[config.mk]
export PLATFORM = sky130hd
export DESIGN_NAME = adc_seq_core
export DESIGN_NICKNAME = d
export VERILOG_FILES = /design/src/adc_seq_pkg.sv /design/src/adc_seq_core.sv /design/src/result_fifo.sv /design/src/result_shifter.sv
export VERILOG_INCLUDE_DIRS = /design/src
export SDC_FILE = /design/constraint.sdc
export NUM_CORES = 1
export LEC_CHECK = 0
export BUFFER_PORTS_ARGS = -buffer_cell sky130_fd_sc_hd__buf_2
export CORE_MARGIN = 2
export CORE_UTILIZATION = 39
export DETAILED_ROUTE_END_ITERATION = 8
export HOLD_SLACK_MARGIN = 0.06
export PLACE_DENSITY = 0.56
export SYNTH_ARGS = -nofsm -noshare
export SYNTH_HDL_FRONTEND = slang
export SYNTH_SLANG_ARGS = --single-unit
[constraint.sdc]
create_clock -name ref_clk -period 5.6 [get_ports ref_clk]
set_input_delay 0.28 -clock ref_clk [delete_from_list [all_inputs] [get_ports ref_clk]]
set_output_delay 0.28 -clock ref_clk [all_outputs]
set_load 0.02 [all_outputs]
[src/adc_seq_map.svh]
// constants of the conversion sequencer: timing, register offsets and fields
`ifndef ADC_SEQ_MAP_SVH
`define ADC_SEQ_MAP_SVH

// ----------------------------------------------------------------
// clock and rounding helpers
// ----------------------------------------------------------------
`define CLK_PERIOD_PS 8000
`define CYC_CEIL(ps) (((ps) + `CLK_PERIOD_PS - 1) / `CLK_PERIOD_PS)
`define CYC_FLOOR(ps) ((ps) / `CLK_PERIOD_PS)

// ----------------------------------------------------------------
// conversion timing in picoseconds
// ----------------------------------------------------------------
`define T_CONV_FAST_PS 750000
`define T_CONV_NORMAL_PS 1000000
`define T_CONV_LOW_POWER_PS 1250000
`define T_DATA_LEAD_PS 20000
`define T_EOC_BUSY_PS 10000
`define T_SYNC_TO_BUSY_PS 25000
`define DATA_LEAD_CYC `CYC_CEIL(`T_DATA_LEAD_PS)
`define EOC_BUSY_CYC `CYC_CEIL(`T_EOC_BUSY_PS)
`define SYNC_TO_BUSY_CYC `CYC_CEIL(`T_SYNC_TO_BUSY_PS)

// ----------------------------------------------------------------
// master serial timing per divider setting, picoseconds
// ----------------------------------------------------------------
`define T_SYNC_LEAD_DIV0_PS 4000
`define T_SYNC_LEAD_DIVN_PS 20000
`define T_SYNC_TAIL_DIV0_PS 3000
`define T_SYNC_TAIL_DIV1_PS 60000
`define T_SYNC_TAIL_DIV2_PS 140000
`define T_SYNC_TAIL_DIV3_PS 300000
`define T_SCLK_HALF_DIV0_PS 16000
`define T_SCLK_HALF_DIV1_PS 32000
`define T_SCLK_HALF_DIV2_PS 56000
`define T_SCLK_HALF_DIV3_PS 104000

// ----------------------------------------------------------------
// register offsets, fields and reset values
// ----------------------------------------------------------------
`define OFS_CTRL 8'h00
`define OFS_STATUS 8'h04
`define OFS_RESULT 8'h08
`define OFS_COUNT 8'h0C
`define CTRL_SERIAL_BIT 0
`define CTRL_MASTER_BIT 1
`define CTRL_DIV_LSB 2
`define CTRL_RESET 4'h0
`define ST_BUSY_BIT 0
`define ST_MODE_LSB 1
`define ST_EMPTY_BIT 3
`define ST_FULL_BIT 4
`define ST_OVERRUN_BIT 5
`define RESULT_WIDTH 16

`endif

[src/adc_seq_pkg.sv]
// types shared by the conversion sequencer modules
package adc_seq_pkg;
  typedef enum logic [1:0] {MODE_NORMAL, MODE_FAST, MODE_LOW_POWER} conv_mode_type;
  typedef enum logic [2:0] {
    SEQ_IDLE, SEQ_CONVERT, SEQ_DRAIN, SEQ_SYNC_LEAD, SEQ_SCLK_HIGH, SEQ_SCLK_LOW,
    SEQ_SYNC_TAIL, SEQ_BUSY_TAIL
  } seq_state_type;
endpackage

[src/adc_seq_core.sv]
// conversion sequencer with parallel and serial result ports
// Summary of operation
// A conversion ends at most 0.75, 1 or 1.25 us after it starts in fast, normal or low power.
// The host spaces starts by 1, 1.25 or 1.5 us, and in fast mode by no more than 1 ms.
// Busy rises within 30 ns of the falling edge of the start strobe.
// Busy stays high at least 10 ns after the conversion has ended.
// Parallel result data are valid at least 20 ns before busy falls.
// Parallel result data are valid within 0.75, 1 or 1.25 us of the start edge by mode.
// In master serial mode the divider sets the bit-clock period to 25-40, 50-70, 100-140 or 200-280 ns.
// Frame sync leads the first bit-clock edge by 4 ns for divider 0 and 20 ns otherwise.
// Frame sync holds after the last bit-clock edge for 3, 60, 140 or 300 ns by divider.
// In master serial mode busy stays high no longer than the per-mode, per-divider limit.
// In master serial mode frame sync rises about 0.75, 1 or 1.25 us after the start edge.
// In master serial mode busy falls about 25 ns after frame sync falls.
// Chip select high releases serial data, frame sync and bit clock within 10 ns.
// Fast mode is selected by the fast select high and the low-power select low.
// Low-power mode is selected by the low-power select high and fast select low.
//
// The register addresses and the strobed register port were left to the implementer.
module adc_seq_core
  import adc_seq_pkg::*;
#(
  parameter int FIFO_DEPTH = 8
) (
  input wire logic ref_clk,
  input wire logic rst_n,
  input wire logic convert_start_n,
  input wire logic fast_sel,
  input wire logic low_power_sel,
  input wire logic [15:0] sample_code,
  input wire logic cs_n,
  input wire logic rd_n,
  input wire logic ext_sclk,
  input wire logic serial_data_in,
  input wire logic [7:0] reg_addr,
  input wire logic [31:0] reg_wdata,
  input wire logic reg_wr,
  input wire logic reg_rd,
  output logic [31:0] reg_rdata,
  output logic busy,
  output logic core_power_up,
  output logic [15:0] par_data,
  output logic par_data_oe,
  output logic serial_data_out,
  output logic serial_data_oe,
  output logic sync_out,
  output logic sync_oe,
  output logic sclk_out,
  output logic sclk_oe
);
`include "adc_seq_map.svh"

  // ----------------------------------------------------------------
  // declarations
  // ----------------------------------------------------------------
  localparam int CW = 10;
  localparam int BW = $clog2(`RESULT_WIDTH + 1);
  logic [3:0] ctrl_reg;
  logic overrun_reg;
  logic [15:0] result_reg;
  logic [31:0] count_reg;
  logic [31:0] rdata_reg;
  seq_state_type state_reg;
  conv_mode_type mode_reg;
  logic [CW-1:0] cnt_reg;
  logic start_prev_reg;
  logic sclk_prev_reg;
  logic busy_reg;
  logic power_reg;
  logic [15:0] par_data_reg;
  logic par_oe_reg;
  logic sdo_oe_reg;
  logic sync_reg;
  logic sync_oe_reg;
  logic sclk_reg;
  logic sclk_oe_reg;
  logic [1:0] div_reg;
  logic start_fall;
  logic slave_fall;
  logic serial_en;
  logic master_en;
  conv_mode_type mode_next;
  logic fifo_in_valid;
  logic fifo_in_ready;
  logic fifo_out_valid;
  logic fifo_out_ready;
  logic [15:0] fifo_out_data;
  logic fifo_full;
  logic fifo_empty;
  logic seq_pop;
  logic slave_pop;
  logic shift_load;
  logic shift_step;
  logic shift_bit;
  logic [BW-1:0] bits_left;

  // ----------------------------------------------------------------
  // cycle counts per mode and per divider
  // ----------------------------------------------------------------
  // data lead, start detect and drain all come off, so busy ends inside the maximum except in master serial mode
  function automatic logic [CW-1:0] conv_cycles(input conv_mode_type m);
    case (m)
      MODE_FAST: conv_cycles = CW'(`CYC_FLOOR(`T_CONV_FAST_PS) - `DATA_LEAD_CYC - 2);
      MODE_LOW_POWER: conv_cycles = CW'(`CYC_FLOOR(`T_CONV_LOW_POWER_PS) - `DATA_LEAD_CYC - 2);
      default: conv_cycles = CW'(`CYC_FLOOR(`T_CONV_NORMAL_PS) - `DATA_LEAD_CYC - 2);
    endcase
  endfunction

  // half periods give bit-clock periods of 32, 64, 112 and 208 ns, each inside its window
  function automatic logic [CW-1:0] half_cycles(input logic [1:0] d);
    case (d)
      2'h0: half_cycles = CW'(`CYC_CEIL(`T_SCLK_HALF_DIV0_PS));
      2'h1: half_cycles = CW'(`CYC_CEIL(`T_SCLK_HALF_DIV1_PS));
      2'h2: half_cycles = CW'(`CYC_CEIL(`T_SCLK_HALF_DIV2_PS));
      default: half_cycles = CW'(`CYC_CEIL(`T_SCLK_HALF_DIV3_PS));
    endcase
  endfunction

  function automatic logic [CW-1:0] lead_cycles(input logic [1:0] d);
    if (d == 2'h0) begin
      lead_cycles = CW'(`CYC_CEIL(`T_SYNC_LEAD_DIV0_PS));
    end else begin
      lead_cycles = CW'(`CYC_CEIL(`T_SYNC_LEAD_DIVN_PS));
    end
  endfunction

  function automatic logic [CW-1:0] tail_cycles(input logic [1:0] d);
    case (d)
      2'h0: tail_cycles = CW'(`CYC_CEIL(`T_SYNC_TAIL_DIV0_PS));
      2'h1: tail_cycles = CW'(`CYC_CEIL(`T_SYNC_TAIL_DIV1_PS));
      2'h2: tail_cycles = CW'(`CYC_CEIL(`T_SYNC_TAIL_DIV2_PS));
      default: tail_cycles = CW'(`CYC_CEIL(`T_SYNC_TAIL_DIV3_PS));
    endcase
  endfunction

  // ----------------------------------------------------------------
  // mode decode and edge detection
  // ----------------------------------------------------------------
  // both selects high or both low fall back to normal mode
  always_comb begin
    if (fast_sel && !low_power_sel) begin
      mode_next = MODE_FAST;
    end else if (low_power_sel && !fast_sel) begin
      mode_next = MODE_LOW_POWER;
    end else begin
      mode_next = MODE_NORMAL;
    end
  end

  assign serial_en = ctrl_reg[`CTRL_SERIAL_BIT];
  assign master_en = ctrl_reg[`CTRL_MASTER_BIT];
  assign start_fall = start_prev_reg && !convert_start_n;
  assign slave_fall = sclk_prev_reg && !ext_sclk && serial_en && !master_en && !cs_n;

  // previous levels of the start strobe and the host bit clock
  always_ff @(posedge ref_clk or negedge rst_n) begin
    if (!rst_n) begin
      start_prev_reg <= 1'b1;
      sclk_prev_reg <= 1'b0;
    end else begin
      start_prev_reg <= convert_start_n;
      sclk_prev_reg <= ext_sclk;
    end
  end

  // ----------------------------------------------------------------
  // result FIFO and shift register
  // ----------------------------------------------------------------
  assign fifo_in_valid = (state_reg == SEQ_CONVERT) && (cnt_reg == '0);
  assign fifo_out_ready = seq_pop || slave_pop;
  assign seq_pop = (state_reg == SEQ_DRAIN) && !(serial_en && !master_en) && fifo_out_valid;
  // slave mode refills the shifter once the previous word has left
  assign slave_pop = serial_en && !master_en && fifo_out_valid && (bits_left == '0);
  assign shift_load = (seq_pop && serial_en && master_en) || slave_pop;
  assign shift_step = slave_fall ||
                      ((state_reg == SEQ_SCLK_LOW) && (cnt_reg == '0) && (bits_left != '0));

  result_fifo #(
    .WIDTH(`RESULT_WIDTH),
    .DEPTH(FIFO_DEPTH)
  ) u_fifo (
    .ref_clk(ref_clk),
    .rst_n(rst_n),
    .in_valid(fifo_in_valid),
    .in_ready(fifo_in_ready),
    .in_data(sample_code),
    .out_valid(fifo_out_valid),
    .out_ready(fifo_out_ready),
    .out_data(fifo_out_data),
    .full(fifo_full),
    .empty(fifo_empty)
  );

  result_shifter #(
    .WIDTH(`RESULT_WIDTH)
  ) u_shift (
    .ref_clk(ref_clk),
    .rst_n(rst_n),
    .load(shift_load),
    .load_data(fifo_out_data),
    .shift(shift_step),
    .chain_in(serial_data_in),
    .bit_out(shift_bit),
    .bits_left(bits_left)
  );

  // ----------------------------------------------------------------
  // conversion and read-out sequencer
  // ----------------------------------------------------------------
  // a start while busy is ignored; a start with a full FIFO is refused
  always_ff @(posedge ref_clk or negedge rst_n) begin
    if (!rst_n) begin
      state_reg <= SEQ_IDLE;
      mode_reg <= MODE_NORMAL;
      cnt_reg <= '0;
      busy_reg <= 1'b0;
      sync_reg <= 1'b0;
      sclk_reg <= 1'b0;
      div_reg <= 2'h0;
    end else begin
      case (state_reg)
        SEQ_IDLE: begin
          if (start_fall && fifo_in_ready) begin
            busy_reg <= 1'b1;
            mode_reg <= mode_next;
            div_reg <= ctrl_reg[`CTRL_DIV_LSB +: 2];
            cnt_reg <= conv_cycles(mode_next);
            state_reg <= SEQ_CONVERT;
          end
        end
        SEQ_CONVERT: begin
          if (cnt_reg == '0) begin
            state_reg <= SEQ_DRAIN;
          end else begin
            cnt_reg <= cnt_reg - 1'b1;
          end
        end
        SEQ_DRAIN: begin
          if (serial_en && !master_en) begin
            cnt_reg <= CW'(`EOC_BUSY_CYC);
            state_reg <= SEQ_BUSY_TAIL;
          end else if (fifo_out_valid && !serial_en) begin
            cnt_reg <= CW'(`DATA_LEAD_CYC);
            state_reg <= SEQ_BUSY_TAIL;
          end else if (fifo_out_valid) begin
            sync_reg <= 1'b1;
            cnt_reg <= lead_cycles(div_reg) - 1'b1;
            state_reg <= SEQ_SYNC_LEAD;
          end
        end
        SEQ_SYNC_LEAD: begin
          if (cnt_reg == '0) begin
            sclk_reg <= 1'b1;
            cnt_reg <= half_cycles(div_reg) - 1'b1;
            state_reg <= SEQ_SCLK_HIGH;
          end else begin
            cnt_reg <= cnt_reg - 1'b1;
          end
        end
        SEQ_SCLK_HIGH: begin
          if (cnt_reg == '0) begin
            sclk_reg <= 1'b0;
            cnt_reg <= half_cycles(div_reg) - 1'b1;
            state_reg <= SEQ_SCLK_LOW;
          end else begin
            cnt_reg <= cnt_reg - 1'b1;
          end
        end
        SEQ_SCLK_LOW: begin
          // the falling edge of the last bit is the last clock edge
          if (bits_left == BW'(1) && cnt_reg == '0) begin
            cnt_reg <= tail_cycles(div_reg) - 1'b1;
            state_reg <= SEQ_SYNC_TAIL;
          end else if (cnt_reg == '0) begin
            sclk_reg <= 1'b1;
            cnt_reg <= half_cycles(div_reg) - 1'b1;
            state_reg <= SEQ_SCLK_HIGH;
          end else begin
            cnt_reg <= cnt_reg - 1'b1;
          end
        end
        SEQ_SYNC_TAIL: begin
          if (cnt_reg == '0) begin
            sync_reg <= 1'b0;
            cnt_reg <= CW'(`SYNC_TO_BUSY_CYC);
            state_reg <= SEQ_BUSY_TAIL;
          end else begin
            cnt_reg <= cnt_reg - 1'b1;
          end
        end
        SEQ_BUSY_TAIL: begin
          // whole read-out stays inside the busy limit for every divider
          if (cnt_reg <= CW'(1)) begin
            busy_reg <= 1'b0;
            state_reg <= SEQ_IDLE;
          end else begin
            cnt_reg <= cnt_reg - 1'b1;
          end
        end
        default: begin
          state_reg <= SEQ_IDLE;
        end
      endcase
    end
  end

  // ----------------------------------------------------------------
  // pin drivers
  // ----------------------------------------------------------------
  // parallel word is latched as it leaves the FIFO, ahead of busy falling
  always_ff @(posedge ref_clk or negedge rst_n) begin
    if (!rst_n) begin
      par_data_reg <= '0;
      result_reg <= '0;
      count_reg <= '0;
    end else begin
      if (seq_pop && !serial_en) begin
        par_data_reg <= fifo_out_data;
      end
      if (fifo_in_valid) begin
        result_reg <= sample_code;
        count_reg <= count_reg + 32'h1;
      end
    end
  end

  // enables follow chip select one cycle later, well inside 10 ns
  always_ff @(posedge ref_clk or negedge rst_n) begin
    if (!rst_n) begin
      par_oe_reg <= 1'b0;
      sdo_oe_reg <= 1'b0;
      sync_oe_reg <= 1'b0;
      sclk_oe_reg <= 1'b0;
    end else begin
      par_oe_reg <= !cs_n && !rd_n && !serial_en;
      sdo_oe_reg <= !cs_n && serial_en;
      sync_oe_reg <= !cs_n && serial_en && master_en;
      sclk_oe_reg <= !cs_n && serial_en && master_en;
    end
  end

  // analog core stays powered in low-power mode only while converting
  always_ff @(posedge ref_clk or negedge rst_n) begin
    if (!rst_n) begin
      power_reg <= 1'b1;
    end else if (mode_next == MODE_LOW_POWER) begin
      power_reg <= (state_reg == SEQ_IDLE) ? start_fall : (state_reg == SEQ_CONVERT);
    end else begin
      power_reg <= 1'b1;
    end
  end

  // ----------------------------------------------------------------
  // register port
  // ----------------------------------------------------------------
  // overrun is sticky; a refused start in the clearing cycle still sets it
  always_ff @(posedge ref_clk or negedge rst_n) begin
    if (!rst_n) begin
      ctrl_reg <= `CTRL_RESET;
      overrun_reg <= 1'b0;
    end else begin
      if (reg_wr && reg_addr == `OFS_CTRL) begin
        ctrl_reg <= reg_wdata[3:0];
      end
      if (start_fall && state_reg == SEQ_IDLE && !fifo_in_ready) begin
        overrun_reg <= 1'b1;
      end else if (reg_wr && reg_addr == `OFS_STATUS && reg_wdata[`ST_OVERRUN_BIT]) begin
        overrun_reg <= 1'b0;
      end
    end
  end

  // read data stand in the cycle after the strobe only
  always_ff @(posedge ref_clk or negedge rst_n) begin
    if (!rst_n) begin
      rdata_reg <= '0;
    end else if (!reg_rd) begin
      rdata_reg <= '0;
    end else if (reg_addr == `OFS_CTRL) begin
      rdata_reg <= {28'h0, ctrl_reg};
    end else if (reg_addr == `OFS_STATUS) begin
      rdata_reg <= {26'h0, overrun_reg, fifo_full, fifo_empty, mode_reg, busy_reg};
    end else if (reg_addr == `OFS_RESULT) begin
      rdata_reg <= {16'h0, result_reg};
    end else if (reg_addr == `OFS_COUNT) begin
      rdata_reg <= count_reg;
    end else begin
      rdata_reg <= '0;
    end
  end

  // ----------------------------------------------------------------
  // outputs
  // ----------------------------------------------------------------
  assign reg_rdata = rdata_reg;
  assign busy = busy_reg;
  assign core_power_up = power_reg;
  assign par_data = par_data_reg;
  assign par_data_oe = par_oe_reg;
  assign serial_data_out = shift_bit;
  assign serial_data_oe = sdo_oe_reg;
  assign sync_out = sync_reg;
  assign sync_oe = sync_oe_reg;
  assign sclk_out = sclk_reg;
  assign sclk_oe = sclk_oe_reg;
endmodule // adc_seq_core

[src/result_fifo.sv]
// synchronous result FIFO with valid/ready on both sides
module result_fifo #(
  parameter int WIDTH = 16,
  parameter int DEPTH = 8
) (
  input wire logic ref_clk,
  input wire logic rst_n,
  input wire logic in_valid,
  output logic in_ready,
  input wire logic [WIDTH-1:0] in_data,
  output logic out_valid,
  input wire logic out_ready,
  output logic [WIDTH-1:0] out_data,
  output logic full,
  output logic empty
);
  localparam int AW = $clog2(DEPTH);
  logic [WIDTH-1:0] mem [DEPTH];
  logic [AW-1:0] wr_ptr_reg;
  logic [AW-1:0] rd_ptr_reg;
  logic [AW:0] level_reg;
  logic do_push;
  logic do_pop;

  // handshake terms; full really stalls the writer
  assign full = (level_reg == (AW+1)'(DEPTH));
  assign empty = (level_reg == '0);
  assign in_ready = !full;
  assign out_valid = !empty;
  assign do_push = in_valid && !full;
  assign do_pop = out_ready && !empty;
  assign out_data = mem[rd_ptr_reg];

  // storage is written without reset, only pointers need a defined state
  always_ff @(posedge ref_clk) begin
    if (do_push) begin
      mem[wr_ptr_reg] <= in_data;
    end
  end

  // pointers wrap at DEPTH, which need not be a power of two
  always_ff @(posedge ref_clk or negedge rst_n) begin
    if (!rst_n) begin
      wr_ptr_reg <= '0;
      rd_ptr_reg <= '0;
      level_reg <= '0;
    end else begin
      if (do_push) begin
        wr_ptr_reg <= (wr_ptr_reg == AW'(DEPTH - 1)) ? '0 : wr_ptr_reg + 1'b1;
      end
      if (do_pop) begin
        rd_ptr_reg <= (rd_ptr_reg == AW'(DEPTH - 1)) ? '0 : rd_ptr_reg + 1'b1;
      end
      level_reg <= level_reg + (AW+1)'(do_push) - (AW+1)'(do_pop);
    end
  end
endmodule // result_fifo

[src/result_shifter.sv]
// msb-first result shift register with a chained serial input
module result_shifter #(
  parameter int WIDTH = 16
) (
  input wire logic ref_clk,
  input wire logic rst_n,
  input wire logic load,
  input wire logic [WIDTH-1:0] load_data,
  input wire logic shift,
  input wire logic chain_in,
  output logic bit_out,
  output logic [$clog2(WIDTH+1)-1:0] bits_left
);
  logic [WIDTH-1:0] shift_reg;
  logic [$clog2(WIDTH+1)-1:0] left_reg;

  // load wins over shift; chained bits follow the word for daisy chains
  always_ff @(posedge ref_clk or negedge rst_n) begin
    if (!rst_n) begin
      shift_reg <= '0;
      left_reg <= '0;
    end else if (load) begin
      shift_reg <= load_data;
      left_reg <= ($clog2(WIDTH+1))'(WIDTH);
    end else if (shift) begin
      shift_reg <= {shift_reg[WIDTH-2:0], chain_in};
      if (left_reg != '0) begin
        left_reg <= left_reg - 1'b1;
      end
    end
  end

  assign bit_out = shift_reg[WIDTH-1];
  assign bits_left = left_reg;
endmodule // result_shifter

==> impl_metrics.py, run 1 <==
metrics = {
    "grt": {
        "grt_max_degree": 89,
        "grt_pass1_wl_mm": 44.0,
        "grt_usage_pct": 16.7,
        "globalRouteOverflowTotal": 0,
        "first_global_vias": 7763,
        "antenna_found_initial": 0,
    },
    "yosys": {
        "synth_xor_xnor_area_share_pct": 2.92,
        "synth_compound_area_share_pct": 6.96,
        "synthAdderAreaFrac_pct": 2.84,
        "synth-edff-count": 128,
        "syn_area_um2": 12600,
        "syn_nets": 1052,
        "synth_top_flop_cell": "dfrtp_1",
        "yosys.area_share.simple_pct": 13.2,
        "ys_seq_area_share_pct": 61.9,
        "yosys_register_bits": 286,
        "yosys_warnings": 0,
        "syn_avg_cell_area_um2": 13.2,
        "async_flop_share_pct": 55.2,
        "synth_top_family_by_area": "simple AND/OR/NAND/NOR gates",
        "muxShareOfSynthArea_pct": 9.55,
        "synthesis.instances": 957,
        "synth.distinct_cells": 71,
    },
    "routing": {
        "ant_nets": 0,
        "routedWlPerCell_um": 18.2,
        "wl_met1_mm": 13.1,
        "via_per_inst": 5.12,
        "route.met2.wl_mm": 12.6,
        "vias": 7709,
        "drt-pass1-iter-count": 5,
        "drtIter0Drc": 430,
        "dr.max_layer_used": "met4",
        "drc": 0,
        "routed_wl_mm": 27.5,
        "dr_wl_met3_mm": 1.31,
    },
    "pwr": {
        "vdd_drop_max_uv": 305,
        "power_per_cell_area_nw_per_um2": 451,
        "p_leak_nw": 6.15,
    },
    "placement": {
        "placed_area_um2": 13500,
        "dp_hpwl_mm": 18.2,
        "io_buffer_count": 96,
        "place_congestion": 0.856,
    },
    "sta": {
        "fmax_mhz": 261,
        "tns_ns": 0,
        "setup_viol": 0,
        "hold_viol_final": 0,
        "rsz0062_at_grt": "false",
        "slew_headroom_pct": 22.8,
        "period_needed_ns": 3.83,
        "slew_violations": 0,
        "worst_pin_slew_ns": 1.16,
        "period_share_pct": 68.3,
        "clock_skew_ns": 0.0181,
    },
    "final_layout": {
        "largest_reg_flops": 128,
        "drive_above_1_share_pct": 22.3,
        "num-nets-final": 1173,
        "synthToLayoutAreaGrowth_pct": 17.1,
        "final.fill_count": 2885,
        "finalInstanceArea_um2": 14800,
    },
    "floorplanning": {
        "core-area_um2": 31700,
        "die_w_um": 184,
        "num_io_pins": 124,
        "rows": 65,
        "start_util_pct": 39.7,
        "die-height_um": 184,
        "die_area_um2": 33800,
    },
    "run_status": {
        "status": "completed",
    },
    "clock_network": {
        "cts_tree": "built",
        "cts_buffers": 30,
        "clock-root-buffer": "clkbuf_16",
        "insertion_delay_ns": 0.57,
        "clock_path_buffers": 3,
        "cts-htree-levels": 1,
        "path_clk_slew_ns": 0.06,
        "cts_num_sinks": 286,
    },
    "critical_path": {
        "worstSetupStartpointType": "flip-flop",
        "crit_type": "reg -> reg",
        "cp_max_fo": 23,
        "worstSetupEndpointType": "flip-flop",
        "reg2reg_slack_ns": 1.77,
        "crit_arrival_ns": 4.07,
        "required_ns": 5.85,
    },
    "job": {
        "cap_violations": 0,
    },
    "worst_hold_path": {
        "min_path_type": "in -> reg",
    },
}
-- where the power goes --
group / internal, W / switching (W)
combinational: 0.000827 / 0.00103
sequential: 0.00250 / 0.000327
clock: 0.00114 / 0.000829
-- placed cells by master, fill, tap and decap left out, drive strengths merged, types with 3 or more instances in the layout --
cell / count
or3: 7
ha: 27
inv: 26
clkbuf: 41
and3: 14
nor2b: 27
or3b: 5
a21o: 7
o21ai: 49
nand2b: 8
xnor2: 26
nand4: 9
nor3b: 3
edfxtp: 128
mux4: 36
nand3: 15
clkinv: 12
a21oi: 34
xor2: 16
dlygate4sd3: 26
nor4: 3
and4: 3
dfrtp: 156
buf: 112
mux2: 10
a221oi: 5
nor2: 53
nor3: 17
nand3b: 6
nor4b: 4
mux2i: 28
a211oi: 18
a31oi: 5
nand2: 118
o211ai: 3
o31ai: 4
and2: 19
-- layer usage --
metal / track usage (%) / vias up
met4: 3.97 / 0
met3: 2.54 / 30
met5: 0 / -
met2: 26.1 / 152
li1: - / 3702
met1: 24.6 / 3825
-- worst max-delay path: stages, from the launching register on --
cell and delay [ns]:
dfrtp_1 0.45, inv_1 0.11, ha_1 0.23, or3b_4 0.51
nor3_4 0.58, nand3_2 0.56, nor2_1 0.43, nand2_1 0.19
nor2_1 0.14, buf_4 0.29
-- area by class of cell --
class / instances / area, um^2 / area share [%]
diodes: 1 / 2.50 / 0.0170
well taps: 402 / 503 / 3.41
clock inverters: 15 / 129 / 0.874
inverters: 25 / 93.8 / 0.636
clock buffers: 41 / 871 / 5.90
multi-input cells: 597 / 4480 / 30.4
repair buffers: 138 / 867 / 5.88
flip-flops and latches: 286 / 7800 / 52.9
-- cell usage after synthesis, types with 3 or more instances --
library cell / n / area, um^2
nand3_1: 14 / 70.1
nand3b_1: 6 / 45.0
o21ai_1: 6 / 30.0
edfxtp_1: 128 / 3840
a211oi_1: 18 / 135
nor2_1: 47 / 176
nand2_1: 118 / 443
mux2i_1: 28 / 280
buf_2: 12 / 60.1
nor3_2: 4 / 40.0
mux2_2: 10 / 113
nand4_1: 8 / 50.1
o31ai_1: 4 / 30.0
xor2_1: 16 / 140
nand2b_1: 8 / 50.1
and3_1: 13 / 81.3
a21oi_1: 33 / 165
a221oi_1: 3 / 26.3
or3b_2: 3 / 26.3
ha_1: 27 / 338
and2_1: 18 / 113
buf_6: 4 / 45.0
a21o_1: 7 / 52.6
inv_1: 25 / 93.8
nor3_1: 12 / 60.1
nor2b_1: 27 / 169
nor2_2: 6 / 37.5
or3_1: 5 / 31.3
mux4_2: 36 / 811
and4_1: 3 / 26.3
clkbuf_1: 28 / 105
dfrtp_1: 156 / 3900
buf_1: 3 / 11.3
xnor2_1: 26 / 228
a31oi_1: 5 / 31.3
o21ai_0: 42 / 210
o211ai_1: 3 / 22.5
-- path summary, 6_finish.rpt --
kind,startpoint,endpoint,depth (start not counted)
min in group asynchronous,rst_n,cnt_reg[0]$_DFFE_PN0P_,2
max in group asynchronous,rst_n,reg_rdata[1]$_DFF_PN0_,3
setup reg to reg,cnt_reg[0]$_DFFE_PN0P_,u_fifo.mem[5][3]$_DFFE_PP_,9
setup / recovery,cnt_reg[0]$_DFFE_PN0P_,u_fifo.mem[5][3]$_DFFE_PP_,9
hold reg to reg,count_reg[31]$_DFFE_PN0N_,count_reg[31]$_DFFE_PN0N_,1
hold / removal,reg_wdata[5],overrun_reg$_DFFE_PN0P_,4
-- timing repair --
item / in CTS / in global routing
gates resized for setup: 0 / 0
buffers inserted: 0 / 0
hold buffers: 26 / 0
endpoints found under the hold margin: 238 / 0
-- logic make-up (layout without fill, tap and decap cells) --
| family | Yosys count | after routing |
|---|---|---|
| and+or+nand+nor | 313 | 313 |
| other | 0 | 1 |
| buffers and inverters | 74 | 219 |
| xor gates and xnor gates | 42 | 42 |
| AOI/OAI and AO/OA | 140 | 140 |
| adders and majority gates | 28 | 28 |
| DFF | 286 | 286 |
| muxes | 74 | 74 |
-- metrics by stage --
| stage | hold slack (ns) | cells | setup WS [ns] | util, % | total power (W) |
|---|---|---|---|---|---|
| finish | 0.0804 | 1505 | 1.77 | 46.5 | 0.00665 |
| floorplan | -0.0156 | 957 | 2.02 | - | 0.00421 |
| detailed placement | 0.406 | 1422 | 1.78 | 42.5 | 0.00472 |
| global route | 0.0976 | 1504 | 1.48 | 46.5 | 0.00706 |
| CTS | 0.0607 | 1504 | 1.75 | 46.5 | 0.00673 |
| global placement | 0.407 | 1422 | 1.84 | 42.5 | 0.00471 |
Note: power is estimated with default switching activity, not from simulation.
==> run 2: changes to the inputs <==
- ABC_AREA: unset -> 1
- PLACE_DENSITY: 0.56 -> 0.57
- clock period: 5.6 -> 3.4 ns (I/O delays scaled with it)
==> run 2 against run 1 <==
Against the previous run:
- combinational power fell by 91%
- synthesized cell count is 44% higher
- global-route usage rose by 2.8 points
- synthesized area grew 4.5%
- largest power group unchanged
- sequential power grew 28%
- hold slack improved by 0.023 ns
- via count rose by 28%
- first-iteration DRC count is 72% higher
- final cell count grew 32%
- critical path type unchanged
==> impl_metrics.py, run 2 <==
metrics = {
    "floorplanning": {
        "die_area_um2": 35300,
        "die-height_um": 188,
        "num_io_pins": 124,
        "core-area_um2": 33400,
        "rows": 67,
        "die_w_um": 188,
        "start_util_pct": 39.5,
    },
    "yosys": {
        "synth_top_flop_cell": "dfrtp_1",
        "muxShareOfSynthArea_pct": 0.171,
        "synth_top_cell_by_area": "dfrtp_1",
        "synth_compound_area_share_pct": 9.41,
        "synthTopCellsByArea": "dfrtp_1, edfxtp_1, nand2_1, o21ai_0, nor2_1",
        "yosysMostFrequentCell": "nand2_1",
        "synth-edff-count": 128,
        "syn_area_um2": 13200,
        "yosys_register_bits": 286,
        "synthAdderAreaFrac_pct": 2.72,
        "synth_top_family_by_area": "simple AND/OR/NAND/NOR gates",
        "synth.distinct_cells": 47,
        "yosys_warnings": 0,
        "synth_xor_xnor_area_share_pct": 2.79,
        "netlist.area_leader.share_pct": 29.6,
        "ys_seq_area_share_pct": 59.2,
        "async_flop_share_pct": 55.2,
        "synthTopCellsByCount": "nand2_1, nor2_1, dfrtp_1, o21ai_0, edfxtp_1",
        "syn_avg_cell_area_um2": 9.54,
        "synthesis.instances": 1381,
        "yosys.area_share.simple_pct": 20.1,
        "syn_nets": 1476,
    },
    "sta": {
        "slew_headroom_pct": 63.9,
        "setup_ws_ns": 0.776,
        "fmax_mhz": 381,
        "slew_violations": 0,
        "period_share_pct": 77.2,
        "setup_viol": 0,
        "tns_ns": 0,
        "worst_pin_slew_ns": 0.539,
        "rsz0062_at_grt": "false",
        "clock_skew_ns": 0.0217,
        "period_needed_ns": 2.62,
        "hold_viol_final": 0,
    },
    "clock_network": {
        "cts_tree": "built",
        "cts_num_sinks": 286,
        "clock-root-buffer": "clkbuf_16",
        "cts-htree-levels": 2,
        "cts_setup_buffers": 0,
        "path_clk_slew_ns": 0.06,
        "ctsHoldBuffers": 33,
        "insertion_delay_ns": 0.53,
        "cts_buffers": 34,
        "post_cts_resized": 0,
        "clock_path_buffers": 3,
    },
    "grt": {
        "antenna_found_initial": 0,
        "grt_usage_pct": 19.5,
        "globalRouteOverflowTotal": 0,
        "grt_max_degree": 74,
        "grt_pass1_wl_mm": 54.1,
        "first_global_vias": 9897,
    },
    "critical_path": {
        "reg2reg_slack_ns": 0.78,
        "cp-startpoint": "cnt_reg[0]$_DFFE_PN0P_",
        "crit_top_cell": "nor2_8",
        "r2r-end": "u_fifo.mem[3][2]$_DFFE_PP_",
        "crit_type": "reg -> reg",
        "crit_arrival_ns": 2.83,
        "critPathTopFamily": "simple AND/OR/NAND/NOR gates",
        "max_stage_delay_ns": 0.40,
        "path_cells": "inv_1 -> ha_1 -> nand2_2 -> nor2_8 -> nand3_4 -> nor2_8 -> nand3_1 -> nor2_1 -> buf_4",
        "r2r_cells": 9,
        "worstSetupStartpointType": "flip-flop",
        "cp-endpoint": "u_fifo.mem[3][2]$_DFFE_PP_",
        "cp_max_fo": 25,
        "worstSetupEndpointType": "flip-flop",
        "critPathSlowestCell": "dfrtp_1",
        "path_depth": 9,
        "reg2reg_from": "cnt_reg[0]$_DFFE_PN0P_",
        "required_ns": 3.60,
        "critPathBufInv": 2,
    },
    "placement": {
        "io_buffer_count": 96,
        "dp.cells": 1900,
        "dp_hpwl_mm": 22.8,
        "place_congestion": 0.852,
        "pre_cts_ws_ns": 0.754,
    },
    "worst_hold_path": {
        "min_path_type": "in -> reg",
    },
    "final_layout": {
        "layout_commonest_cell": "nand2_1",
        "finalNonFillerCells": 1993,
        "synthToLayoutAreaGrowth_pct": 18.4,
        "largest_reg_flops": 128,
        "num-nets-final": 1616,
        "final_cell_mix": "nand2_1, nor2_1, dfrtp_1",
        "antenna_cells": 0,
        "drive_above_1_share_pct": 13.0,
        "final_core_util_pct": 46.7,
    },
    "pwr": {
        "clock_power_share_pct": 48.3,
        "vdd_drop_max_uv": 280,
        "total_power_w": 0.00735,
        "switching_share_pct": 21.8,
        "p_seq_share_pct": 49.4,
        "p_leak_nw": 6.91,
        "switchingPower_w": 0.00160,
        "comb_power_share_pct": 2.2,
        "power_per_cell_area_nw_per_um2": 471,
        "internal_power_w": 0.00574,
    },
    "routing": {
        "drt-pass1-iter-count": 5,
        "wl_met1_mm": 15.2,
        "routedWlPerCell_um": 16.9,
        "via_per_inst": 4.95,
        "drc": 0,
        "dr.max_layer_used": "met4",
        "dr_wl_met3_mm": 1.71,
        "routed_wl_mm": 33.7,
        "route.met2.wl_mm": 16.2,
        "drtIter0Drc": 740,
        "vias": 9873,
        "ant_nets": 0,
    },
    "job": {
        "cap_violations": 0,
    },
    "run_status": {
        "status": "completed",
    },
}
==> run 2: changes by cell type in the layout (fill, tap and decap cells not counted), sizes merged, moves of 38 or more <==
cell and delta:
inv +111, nand2 +187, nand3 +67, nor2 +126, o21ai +84, o22ai +38
==> run 2: metal layers <==
metal  up-vias  track usage (%)
met5         -                0
li1       4880                -
met1      4696             26.1
met2       249             33.0
met4         0             4.85
met3        48             3.24
==> run 2: power by group through the flow <==
stage	clock (W)	sequential, W	combinational [W]
2_1_floorplan	0	0.00370	0.0000240
3_3_place_gp	0	0.00370	0.000134
3_5_place_dp	0	0.00370	0.000137
4_1_cts	0.00362	0.00363	0.000167
5_1_grt	0.00376	0.00363	0.000183
6_report	0.00355	0.00363	0.000163
==> run 2: per-stage QoR <==
step,cell area (um^2),hold slack (ns)
CTS,15600,0.0977
finish,15600,0.103
global placement,14200,0.137
global route,15600,0.169
detailed placement,14200,0.144
floorplan,13200,-0.126
==> run 2: worst reg2reg max path: cells and delay by family, from the launching register on <==
| family | cells | cell delay, ns |
|---|---|---|
| flip-flops | 1 | 0.40 |
| adder cells (fa/ha/maj) | 1 | 0.27 |
| AND/OR/NAND/NOR | 6 | 1.22 |
| buffers and inverters | 2 | 0.40 |
==> run 2: cell type report <==
cell class / instances / area, um^2
sequential: 286 / 7800
multi-input combinational: 912 / 4630
timing repair buffer: 150 / 987
fill: 3223 / 17800
tap: 448 / 561
clock buffer: 44 / 940
inverter: 137 / 514
clock inverter: 16 / 156
==> run 2: kinds of logic after synthesis <==
| kind of cell | Yosys count |
|---|---|
| compound gates | 227 |
| xor+xnor | 42 |
| fa+ha+maj | 28 |
| buf+inv | 183 |
| flops | 286 |
| mux | 2 |
| simple gates | 613 |
==> run 2: how the worst min path moves through the flow <==
stage | startpoint | to | slack (ns) | cells past startpoint
floorplan | rst_n | busy$_DFFE_PN0P_ | -0.13 | 0
CTS | reg_addr[2] | reg_rdata[4]$_DFF_PN0_ | 0.1 | 6
global placement | rst_n | par_data[5]$_DFFE_PN0P_ | 0.14 | 1
detailed placement | rst_n | par_data[5]$_DFFE_PN0P_ | 0.14 | 1
finish | reg_addr[2] | reg_rdata[4]$_DFF_PN0_ | 0.10 | 6
global route | reg_addr[2] | reg_rdata[4]$_DFF_PN0_ | 0.17 | 6
==> run 3: changes to the inputs <==
- PLACE_DENSITY: 0.57 -> 0.55
- clock period: 3.4 -> 2.6 ns (I/O delays scaled with it)
==> run 3 against run 2 <==
Against the previous run:
- wire length is 1.5% lower
- critical path depth up 1
- register-to-register slack lost 0.50 ns
- clock-buffer cell count is 5 higher
- global-route usage decreased by 0.42 points
- sequential power up 31%
- clock power grew 20%
- die area stayed put
- combinational power rose by 36%
- setup slack lost 0.55 ns
- clock skew down 0.0049 ns
- sequential share of layout area shrank 0.31 points
- critical path type is now in -> reg
- largest cell class unchanged
==> impl_metrics.py, run 3 (synthesis results as in run 2) <==
metrics = {
    "clock_network": {
        "cts_buffers": 31,
        "clock_path_buffers": 3,
        "cts_num_sinks": 286,
        "cts_setup_buffers": 0,
        "path_clk_slew_ns": 0.06,
        "cts_tree": "built",
        "clock-root-buffer": "clkbuf_16",
        "insertion_delay_ns": 0.57,
        "cts-htree-levels": 1,
    },
    "grt": {
        "grt_pass1_wl_mm": 53.5,
        "first_global_vias": 9771,
        "antenna_found_initial": 0,
        "grt_usage_pct": 19.0,
        "globalRouteOverflowTotal": 0,
        "grt_max_degree": 76,
    },
    "sta": {
        "rsz0062_at_grt": "false",
        "hold_viol_final": 0,
        "clock_skew_ns": 0.0168,
        "period_needed_ns": 2.37,
        "period_share_pct": 91.2,
        "worst_pin_slew_ns": 0.807,
        "setup_ws_ns": 0.228,
        "setup_viol": 0,
        "slew_violations": 0,
        "slew_headroom_pct": 46.2,
        "fmax_mhz": 422,
        "tns_ns": 0,
    },
    "pwr": {
        "clock_power_share_pct": 46.1,
        "p_leak_nw": 6.97,
        "comb_power_share_pct": 2.4,
        "p_seq_share_pct": 51.5,
        "power_per_cell_area_nw_per_um2": 587,
        "switchingPower_w": 0.00194,
        "switching_share_pct": 21.0,
        "total_power_w": 0.00922,
        "vdd_drop_max_uv": 555,
        "internal_power_w": 0.00728,
    },
    "final_layout": {
        "antenna_cells": 0,
        "layout_commonest_cell": "nand2_1",
        "num-nets-final": 1635,
        "synthToLayoutAreaGrowth_pct": 19.1,
        "final.fill_count": 3202,
        "final_cell_mix": "nand2_1, nor2_1, dfrtp_1",
        "finalNonFillerCells": 2013,
        "drive_above_1_share_pct": 13.8,
        "largest_reg_flops": 128,
        "final-seq-area_um2": 7800,
        "multi_input_area_um2": 4640,
    },
    "placement": {
        "place_congestion": 0.898,
        "dp.cells": 1917,
        "dp_hpwl_mm": 23.7,
        "io_buffer_count": 96,
        "pre_cts_ws_ns": 0.273,
    },
    "critical_path": {
        "worstSetupEndpointType": "flip-flop",
        "critPathSlowestCell": "dlygate4sd3_1",
        "reg2reg_from": "u_fifo.level_reg[2]$_DFF_PN0_",
        "crit_top_cell": "dlygate4sd3_1",
        "worstSetupStartpointType": "input pin",
        "critPathTopFamily": "buffers and inverters",
        "path_cells": "dlygate4sd3_1 -> buf_2 -> nor2_1 -> nand3_2 -> inv_1 -> nand2_1 -> nor2_1 -> dlygate4sd3_1 -> a21oi_1 -> dlygate4sd3_1",
        "crit_arrival_ns": 2.81,
        "crit_type": "in -> reg",
        "r2r_cells": 10,
        "required_ns": 3.04,
        "r2r-end": "u_fifo.level_reg[2]$_DFF_PN0_",
        "cp_max_fo": 8,
        "critPathBufInv": 5,
        "reg2reg_slack_ns": 0.28,
        "max_stage_delay_ns": 0.56,
    },
    "floorplanning": {
        "rows": 67,
        "start_util_pct": 39.5,
        "core-area_um2": 33400,
        "num_io_pins": 124,
        "die_area_um2": 35300,
        "die-height_um": 188,
        "die_w_um": 188,
    },
    "job": {
        "cap_violations": 0,
    },
    "worst_hold_path": {
        "min_path_type": "in -> async",
    },
    "routing": {
        "ant_nets": 0,
        "drtIter0Drc": 608,
        "routed_wl_mm": 33.1,
        "vias": 9868,
        "routedWlPerCell_um": 16.5,
        "via_per_inst": 4.90,
        "drc": 0,
        "drt-pass1-iter-count": 5,
    },
    "run_status": {
        "status": "completed",
    },
}
## run 3: final cells by class
| class | count | area share (%) |
|---|---|---|
| inverter | 137 | 3.28 |
| clock buffer | 49 | 5.69 |
| multi-input combinational | 912 | 29.6 |
| sequential | 286 | 49.7 |
| timing repair buffer | 172 | 7.58 |
| clock inverter | 9 | 0.582 |
| tap | 448 | 3.57 |
## run 3: worst max path at each step
| stage | end | depth (start not counted) | startpoint | slack (ns) |
|---|---|---|---|---|
| floorplan | u_fifo.mem[0][0]$_DFFE_PP_ | 8 | cnt_reg[0]$_DFFE_PN0P_ | 0.11 |
| global placement | u_fifo.level_reg[2]$_DFF_PN0_ | 10 | u_fifo.level_reg[2]$_DFF_PN0_ | 0.33 |
| detailed placement | u_shift.shift_reg[0]$_DFFE_PN0P_ | 11 | cnt_reg[0]$_DFFE_PN0P_ | 0.27 |
| CTS | ctrl_reg[0]$_DFFE_PN0P_ | 10 | reg_addr[2] | 0.23 |
| global route | u_shift.shift_reg[0]$_DFFE_PN0P_ | 11 | cnt_reg[0]$_DFFE_PN0P_ | 0.06 |
| finish | ctrl_reg[0]$_DFFE_PN0P_ | 10 | reg_addr[2] | 0.23 |
## run 3: metal layers
layer  up-vias  global-route usage, %  wire length (um)
li1       4916                      -                 -
met1      4655                   27.2             15800
met2       256                   31.3             15300
met3        41                   2.47              1520
met4         0                   3.76               516
met5         -                      0                 0
## run 3: power groups by stage
stage | Sequential [W] | Combinational [W] | Clock, W
2_1_floorplan | 0.00484 | 0.0000314 | 0
3_3_place_gp | 0.00484 | 0.000178 | 0
3_5_place_dp | 0.00484 | 0.000182 | 0
4_1_cts | 0.00475 | 0.000225 | 0.00436
5_1_grt | 0.00475 | 0.000250 | 0.00452
6_report | 0.00475 | 0.000221 | 0.00425
## run 3: what timing repair did
item,CTS,global route
setup endpoints to repair,0,1
gates resized for setup,0,1
hold endpoints to repair,232,0
hold buffers,38,0
## run 3: stage by stage
stage               hold slack [ns]  utilization (%)  cell area, um^2
floorplan                    -0.166                -            13200
global placement              0.208             42.9            14300
detailed placement            0.214             42.9            14300
CTS                           0.116             47.0            15700
global route                  0.141             47.0            15700
finish                       0.0979             47.0            15700
